### src/hdl/esv_pkg.sv
/*
  Package for the flash command host: command codes, pattern words,
  address constants, timing counts, Wishbone register map and carriers.
  Assumes a 10 MHz system clock and a parallel NOR flash in x16 mode.
*/
package esv_pkg;
  localparam int CLK_HZ = 10_000_000;
  localparam int AW     = 22;
  localparam int DW     = 16;

  localparam logic [DW-1:0] CMD_SUSPEND   = 16'h00b0;
  localparam logic [DW-1:0] CMD_RESUME    = 16'h0030;
  localparam logic [DW-1:0] CMD_VERIFY    = 16'h0035;
  localparam logic [DW-1:0] CMD_SR_READ   = 16'h0070;
  localparam logic [DW-1:0] CMD_SR_CLEAR  = 16'h0071;
  localparam logic [DW-1:0] PAT_FIRST_W   = 16'hff00;
  localparam logic [DW-1:0] PAT_SECOND_W  = 16'h00ff;
  localparam logic [AW-1:0] ADDR_FIRST_W  = 22'h2aaa55;
  localparam logic [AW-1:0] ADDR_SECOND_W = 22'h1555aa;
  localparam logic [AW-1:0] ADDR_UNLOCK   = 22'h000555;

  localparam int SR_READY_BIT  = 7;
  localparam int SR_VERIFY_BIT = 5;
  localparam int SR_CONT_BIT   = 0;

  // Bus cycle timing: 70 ns access rounds up to one 100 ns cycle, plus one: 2 cycles
  localparam int T_ACCESS_NS = 70;
  localparam int T_WE_NS     = 70;
  localparam int ACC_CYC = (T_ACCESS_NS * CLK_HZ / 1000 + 999_999)
                           / 1_000_000 + 1;
  localparam int WE_CYC  = (T_WE_NS * CLK_HZ / 1000 + 999_999)
                           / 1_000_000 + 1;
  // Resume-to-suspend guard, microseconds
  localparam int T_RES_SUS_US = 100;
  localparam int RES_SUS_CYC  = T_RES_SUS_US * (CLK_HZ / 1_000_000);
  localparam int CW = 16;

  // Wishbone register offsets (byte addresses)
  localparam logic [3:0] REG_CTRL   = 4'h0;
  localparam logic [3:0] REG_ADDR   = 4'h4;
  localparam logic [3:0] REG_STATUS = 4'h8;
  localparam logic [3:0] REG_RDATA  = 4'hc;

  typedef enum logic [2:0] {
    OP_SUSPEND, OP_RESUME, OP_VERIFY, OP_CONT, OP_SR_READ, OP_READ
  } esv_op_type;

  typedef struct packed {
    logic [AW-1:0] addr;
    logic [DW-1:0] data;
    logic          we_n;
    logic          oe_n;
    logic          ce_n;
    logic          dq_oe;
  } esv_flash_out_type;
endpackage

### src/hdl/esv_host.sv
/*
  Host controller for erase suspend/resume, erase-verify and continuity
  check of a parallel NOR flash. Software orders operations over a
  classic Wishbone slave; the flash is driven through its async pins.
  Assumes x16 mode, one flash, DQ sampled through two flip-flops.
*/
// Decided for this implementation: the Wishbone register port and the placing of the registers.
`timescale 1ns/1ps
`default_nettype none
// Operation
// - Host tells erasing from suspended via polling or toggle bits; this host marks itself suspended when the suspend write ends, without polling.
// - Host writes resume to continue; extra resumes ignored by device.
// - Host keeps minimum resume-to-suspend interval before next suspend.
// - Erase-verify starts by writing 35 to the sector address.
// - Host never starts erase-verify while busy or suspended.
// - Host re-erases sector when verify reports not erased; this host has no erase operation.
// - Clear, status read expect 0, patterns, status read expect 1.
// - Resume is a single write of 30 to any address.
module esv_host
  import esv_pkg::*;
(
  input  wire logic               CLK_SYS,
  input  wire logic               RESETN,
  input  wire logic [3:0]         WB_ADR_I,
  input  wire logic [31:0]        WB_DAT_I,
  input  wire logic               WB_WE_I,
  input  wire logic [3:0]         WB_SEL_I,
  input  wire logic               WB_CYC_I,
  input  wire logic               WB_STB_I,
  output logic [31:0]             WB_DAT_O,
  output logic                    WB_ACK_O,
  output logic [esv_pkg::AW-1:0]  FL_ADDR,
  output logic [esv_pkg::DW-1:0]  FL_DQ_O,
  output logic                    FL_DQ_OE,
  input  wire logic [esv_pkg::DW-1:0] FL_DQ_I,
  output logic                    FL_CE_N,
  output logic                    FL_OE_N,
  output logic                    FL_WE_N,
  output logic                    FL_RESET_N
);
  import esv_pkg::*;

  typedef enum logic [2:0] {
    ST_IDLE, ST_SETUP, ST_STROBE, ST_GAP, ST_SAMPLE
  } esv_state_type;
  // Step list entry: address, data, is-read
  typedef struct packed {
    logic [AW-1:0] addr;
    logic [DW-1:0] data;
    logic          rd;
  } esv_step_type;
  esv_state_type     state_ff;
  esv_op_type        op_ff;
  logic [2:0]        step_ff;
  logic [CW-1:0]     cnt_ff;
  logic [CW-1:0]     guard_ff;
  logic [AW-1:0]     addr_reg_ff;
  logic [DW-1:0]     rdata_ff;
  logic [DW-1:0]     dq_meta_ff;
  logic [DW-1:0]     dq_sync_ff;
  logic              busy_ff;
  logic              refused_ff;
  logic              suspended_ff;
  logic              cont_fail_ff;
  logic              cont_zero_ok_ff;
  logic              ack_ff;
  logic [31:0]       dat_o_ff;
  esv_flash_out_type pin_ff;
  esv_step_type      step_now;
  logic [2:0]        last_step;
  logic              wb_req;
  logic              start_ok;
  logic              fl_rst_n_ff;
  assign wb_req = WB_CYC_I && WB_STB_I && !ack_ff;
  // Step table per operation
  always_comb begin
    step_now  = '{addr: ADDR_UNLOCK, data: CMD_SR_READ, rd: 1'b0};
    last_step = 3'h0;
    unique case (op_ff)
      OP_SUSPEND: step_now.data = CMD_SUSPEND;
      OP_RESUME:  step_now.data = CMD_RESUME;
      OP_VERIFY: begin
        step_now.addr = addr_reg_ff;
        step_now.data = CMD_VERIFY;
      end
      OP_SR_READ: begin
        last_step = 3'h1;
        if (step_ff == 3'h1) step_now.rd = 1'b1;
      end
      OP_READ: begin
        step_now.addr = addr_reg_ff;
        step_now.rd   = 1'b1;
      end
      OP_CONT: begin
        last_step = 3'h6;
        unique case (step_ff)
          3'h0: step_now.data = CMD_SR_CLEAR;
          3'h1, 3'h5: step_now.data = CMD_SR_READ;
          3'h2, 3'h6: step_now.rd = 1'b1;
          3'h3: begin
            step_now.addr = ADDR_FIRST_W;
            step_now.data = PAT_FIRST_W;
          end
          default: begin
            step_now.addr = ADDR_SECOND_W;
            step_now.data = PAT_SECOND_W;
          end
        endcase
      end
      default: ;
    endcase
  end
  // Refuse suspend too soon after resume and verify while suspended
  always_comb begin
    start_ok = 1'b1;
    if (WB_DAT_I[2:0] == 3'(OP_SUSPEND) && guard_ff != '0)
      start_ok = 1'b0;
    if (WB_DAT_I[2:0] == 3'(OP_VERIFY) && suspended_ff)
      start_ok = 1'b0;
  end
  always_ff @(posedge CLK_SYS or negedge RESETN) begin
    if (!RESETN) begin
      dq_meta_ff  <= '0;
      dq_sync_ff  <= '0;
      fl_rst_n_ff <= 1'b0;
    end else begin
      dq_meta_ff  <= FL_DQ_I;
      dq_sync_ff  <= dq_meta_ff;
      fl_rst_n_ff <= 1'b1;
    end
  end
  // Wishbone slave, answers one cycle after the request
  always_ff @(posedge CLK_SYS or negedge RESETN) begin
    if (!RESETN) begin
      ack_ff   <= 1'b0;
      dat_o_ff <= '0;
    end else begin
      ack_ff   <= wb_req;
      dat_o_ff <= '0;
      if (wb_req && !WB_WE_I) begin
        unique case (WB_ADR_I)
          REG_ADDR:   dat_o_ff <= 32'(addr_reg_ff);
          REG_STATUS: dat_o_ff <= {27'h0, cont_zero_ok_ff, cont_fail_ff,
                                   suspended_ff, refused_ff, busy_ff};
          REG_RDATA:  dat_o_ff <= 32'(rdata_ff);
          default:    dat_o_ff <= '0;
        endcase
      end
    end
  end
  always_ff @(posedge CLK_SYS or negedge RESETN) begin
    if (!RESETN) begin
      addr_reg_ff <= '0;
    end else if (wb_req && WB_WE_I && WB_ADR_I == REG_ADDR && !busy_ff) begin
      addr_reg_ff <= WB_DAT_I[AW-1:0];
    end
  end
  // Suspend state tracking and resume-to-suspend guard
  always_ff @(posedge CLK_SYS or negedge RESETN) begin
    if (!RESETN) begin
      suspended_ff <= 1'b0;
      guard_ff     <= '0;
    end else begin
      if (guard_ff != '0) guard_ff <= guard_ff - 1'b1;
      if (state_ff == ST_GAP && step_ff == last_step) begin
        if (op_ff == OP_SUSPEND) suspended_ff <= 1'b1;
        if (op_ff == OP_RESUME) begin
          suspended_ff <= 1'b0;
          guard_ff     <= CW'(RES_SUS_CYC);
        end
      end
    end
  end
  // Sequencer for flash bus cycles
  always_ff @(posedge CLK_SYS or negedge RESETN) begin
    if (!RESETN) begin
      state_ff        <= ST_IDLE;
      op_ff           <= OP_READ;
      step_ff         <= '0;
      cnt_ff          <= '0;
      busy_ff         <= 1'b0;
      refused_ff      <= 1'b0;
      rdata_ff        <= '0;
      cont_fail_ff    <= 1'b0;
      cont_zero_ok_ff <= 1'b0;
      pin_ff          <= '{addr: '0, data: '0, we_n: 1'b1, oe_n: 1'b1,
                           ce_n: 1'b1, dq_oe: 1'b0};
    end else begin
      unique case (state_ff)
        ST_IDLE: begin
          if (wb_req && WB_WE_I && WB_ADR_I == REG_CTRL && WB_SEL_I[0]) begin
            refused_ff <= !start_ok;
            if (start_ok) begin
              op_ff    <= esv_op_type'(WB_DAT_I[2:0]);
              step_ff  <= '0;
              busy_ff  <= 1'b1;
              state_ff <= ST_SETUP;
              if (WB_DAT_I[2:0] == 3'(OP_CONT)) begin
                cont_fail_ff    <= 1'b0;
                cont_zero_ok_ff <= 1'b0;
              end
            end
          end
        end
        ST_SETUP: begin
          pin_ff.addr  <= step_now.addr;
          pin_ff.data  <= step_now.data;
          pin_ff.dq_oe <= !step_now.rd;
          pin_ff.ce_n  <= 1'b0;
          cnt_ff       <= CW'(step_now.rd ? ACC_CYC + 2 : WE_CYC);
          state_ff     <= ST_STROBE;
        end
        ST_STROBE: begin
          pin_ff.oe_n <= !step_now.rd;
          pin_ff.we_n <= step_now.rd;
          if (cnt_ff != '0) begin
            cnt_ff <= cnt_ff - 1'b1;
          end else begin
            state_ff <= step_now.rd ? ST_SAMPLE : ST_GAP;
          end
        end
        ST_SAMPLE: begin
          rdata_ff <= dq_sync_ff;
          if (op_ff == OP_CONT && step_ff == 3'h2 &&
              dq_sync_ff[SR_CONT_BIT]) cont_fail_ff <= 1'b1;
          if (op_ff == OP_CONT && step_ff == 3'h6) begin
            if (!dq_sync_ff[SR_CONT_BIT]) cont_fail_ff <= 1'b1;
            else cont_zero_ok_ff <= !cont_fail_ff;
          end
          state_ff <= ST_GAP;
        end
        ST_GAP: begin
          pin_ff.we_n  <= 1'b1;
          pin_ff.oe_n  <= 1'b1;
          pin_ff.ce_n  <= 1'b1;
          pin_ff.dq_oe <= 1'b0;
          if (step_ff == last_step) begin
            busy_ff  <= 1'b0;
            state_ff <= ST_IDLE;
          end else begin
            step_ff  <= step_ff + 1'b1;
            state_ff <= ST_SETUP;
          end
        end
        default: state_ff <= ST_IDLE;
      endcase
    end
  end
  assign WB_ACK_O   = ack_ff;
  assign WB_DAT_O   = dat_o_ff;
  assign FL_ADDR    = pin_ff.addr;
  assign FL_DQ_O    = pin_ff.data;
  assign FL_DQ_OE   = pin_ff.dq_oe;
  assign FL_CE_N    = pin_ff.ce_n;
  assign FL_OE_N    = pin_ff.oe_n;
  assign FL_WE_N    = pin_ff.we_n;
  assign FL_RESET_N = fl_rst_n_ff;
endmodule
`default_nettype wire

### config.mk
export PLATFORM = sky130hd
export DESIGN_NAME = esv_host
export DESIGN_NICKNAME = d
export VERILOG_FILES = /design/src/hdl/esv_pkg.sv /design/src/hdl/esv_host.sv
export SDC_FILE = /design/constraint.sdc
export NUM_CORES = 1
export LEC_CHECK = 0
export BUFFER_PORTS_ARGS = -buffer_cell sky130_fd_sc_hd__buf_2
export CORE_MARGIN = 10
export CORE_UTILIZATION = 35
export DETAILED_ROUTE_END_ITERATION = 6
export SYNTH_ARGS = -nofsm -noshare
export SYNTH_HDL_FRONTEND = slang
export SYNTH_SLANG_ARGS = --single-unit
### constraint.sdc
create_clock -name CLK_SYS -period 2.72 [get_ports CLK_SYS]
set_input_delay 0.544 -clock CLK_SYS [delete_from_list [all_inputs] [get_ports CLK_SYS]]
set_output_delay 0.544 -clock CLK_SYS [all_outputs]
set_load 0.02 [all_outputs]
==> flow_summary.json <==
{
  "firstDrtPassIters": 5,
  "diodes": 0,
  "rsz0062_at_grt": "false",
  "crit_path_start_kind": "flip-flop",
  "worstSetupEndpoint": "op_ff[1]",
  "cellPowerDensity_nw_per_um2": 842,
  "num_vias": 5027,
  "timing.final.crit_share": 0.777,
  "crit_slowest_cell": "o31a_1",
  "ctsResizeCount": 0,
  "synth_area_um2": 7380,
  "start_util": 0.353,
  "cp_top_family": "simple AND/OR/NAND/NOR gates",
  "yosysWarnings": 0,
  "final_cell_area_um2": 8740,
  "clk_path_buf_depth": 2,
  "cp.depth": 7,
  "core_um2": 20900,
  "grt_pass1_wl_mm": 26.9,
  "gr-total-overflow": 0,
  "rows": 53,
  "grt_pass1_vias": 5019,
  "grt_use_met3": 0.0342,
  "cts.sinks": 173,
  "detailed_place_hpwl_mm": 12.3,
  "synth_flop_cell": "dfrtp_1",
  "worstReg2RegEnd": "op_ff[1]",
  "path_class": "reg -> reg",
  "path_cells": "inv_1, ha_1, nor3b_1, nand4_1, o31a_1, nor2_4, mux2_2",
  "cap_violations": 0,
  "clkTransAtPathRegs_ps": 70,
  "p_leak_nw": 4.18,
  "startpoint": "guard_ff[0]",
  "top_usage_layer": "met2",
  "layout-drive-gt1-share": 0.270,
  "cp.buffers_inverters": 1,
  "clock.fmax_ghz": 0.473,
  "worstMarginPinSlew_ps": 636,
  "yosysSeqAreaShare": 0.587,
  "critPathArrivalTime_ps": 2430,
  "ant_nets": 0,
  "area_growth_pct": 18.4,
  "dieArea_um2": 27300,
  "drt_iter0_markers": 263,
  "synth-seq-cells": 173,
  "crit_path_max_fanout": 6,
  "cts_buffers": 17,
  "routed_via_density": 4.74,
  "crit-reg2reg-launch": "guard_ff[0]",
  "ioPinCount": 137,
  "synth-edff-count": 0,
  "worst-r2r-cell-count": 7,
  "htreeDepth": 4,
  "grtUsageTotal": 0.124,
  "antenna_found_initial": 0,
  "avgSynthCellArea_um2": 11.0,
  "status": "completed",
  "die_w_um": 165,
  "cts_hold_buffers": 0,
  "grt_max_degree": 57,
  "relSlewSlack": 0.575,
  "clk-insertion-delay-late_ps": 430,
  "drc": 0,
  "die_height_um": 165,
  "setup_tns_ps": 0,
  "synthArstFlopShare": 1.00,
  "final_hold_viol_count": 0,
  "ir_worst_vdd_v": 0.000466,
  "netlist-cell-type-count": 64,
  "cts_setup_buffers": 0,
  "max_stage_delay_ps": 400,
  "end_kind": "flip-flop",
  "wl_per_cell_um": 15.8,
  "min_path_type": "in -> async",
  "finalMaxSlewViolations": 0,
  "globalplace.congestion": 0.787,
  "io_buffer_count": 113,
  "fin_skew_ps": 9.96,
  "met2_usage": 0.189,
  "syn-instance-count": 669,
  "cts_root_buffer": "clkbuf_16",
  "placement.cell_area_um2": 8140,
  "cts_tree": "built",
  "finalNetCount": 843,
  "grt_use_met1": 0.171,
  "final_util": 0.418,
  "finalSetupViolCount": 0,
  "rrSetupSlack_ps": 610,
  "drt_wl_total_mm": 16.8,
  "cp.required_ps": 3040,
  "period_needed_ps": 2110
}
[cells in the final DEF (no fill, tap or decap), types with 10 or more instances in the layout]
cell type / instances
a21oi_1: 29
a22oi_1: 17
buf_2: 112
buf_4: 10
clkbuf_16: 17
conb_1: 11
dfrtp_1: 168
inv_1: 13
mux2_2: 32
nand2_1: 104
nand3_1: 13
nor2_1: 67
nor3_1: 11
o21ai_0: 22
xor2_1: 12
[registers in the layout, indices dropped and copies added, names as in the netlist, 7 cells and up]
| name | flops |
|---|---|
| addr_reg_ff | 22 |
| WB_DAT_O | 22 |
| rdata_ff | 16 |
| FL_ADDR | 22 |
| dq_meta_ff | 16 |
| dq_sync_ff | 16 |
| cnt_ff | 16 |
| FL_DQ_O | 7 |
| guard_ff | 16 |
[synth_stat cells, types with 12 or more instances]
| master | instances | area [µm²] |
|---|---|---|
| a22oi_1 | 17 | 128 |
| a21oi_1 | 29 | 145 |
| buf_4 | 21 | 158 |
| clkbuf_1 | 13 | 48.8 |
| xor2_1 | 12 | 105 |
| o21ai_0 | 22 | 110 |
| nand2_1 | 104 | 390 |
| inv_1 | 13 | 48.8 |
| mux2_2 | 32 | 360 |
| nand3_1 | 13 | 65.1 |
| nor2_1 | 67 | 251 |
| dfrtp_1 | 168 | 4200 |
[power by group]
group	total, mW	leakage [nW]	switching [mW]	internal, mW
Sequential	3.42	2.21	0.399	3.03
Combinational	1.51	1.68	0.871	0.641
Clock	2.42	0.289	1.11	1.31
Total	7.36	4.18	2.38	4.98
[layer usage]
metal | wire length [µm] | vias up
met5 | 0 | -
met4 | 144 | 0
met3 | 772 | 12
met2 | 7860 | 92
met1 | 8010 | 2436
li1 | - | 2487
[stage by stage]
step           power (mW)  std cells  hold WS, ps  setup slack, ps
2_1_floorplan        4.49        678          248              693
3_3_place_gp         4.97       1029          333              515
3_5_place_dp         5.01       1029          335              461
4_1_cts              7.45       1061         81.4              586
5_1_grt              7.82       1061         88.0              436
6_report             7.36       1061         73.1              607
[how the worst min path moves through the flow]
stage	to	cells after the start	slack, ps	start
4_1_cts	addr_reg_ff[20]	1	80	RESETN
3_3_place_gp	dq_sync_ff[14]	0	330	dq_meta_ff[14]
5_1_grt	addr_reg_ff[20]	1	90	RESETN
2_1_floorplan	FL_ADDR[0]	0	250	RESETN
6_report	addr_reg_ff[20]	1	70	RESETN
3_5_place_dp	dq_sync_ff[2]	0	330	dq_meta_ff[2]
[cell type report]
class | count | area (µm²)
repair buffers | 125 | 687
flip-flops and latches | 173 | 4340
multi-input cells | 443 | 2730
clock buffers | 17 | 425
well taps | 275 | 344
inverters | 13 | 48.8
clock inverters | 15 | 171
fillers | 2023 | 12100
[cells by family after synthesis]
logic type      after synthesis  synth area share
simple gates                267             0.181
flops                       173             0.587
compound gates              103            0.0933
buf+inv                      62            0.0473
mux                          36            0.0543
xor+xnor                     17            0.0202
fa+ha+maj                     9            0.0153
other cells                   2           0.00102
Power figures use the tool's default switching activity.
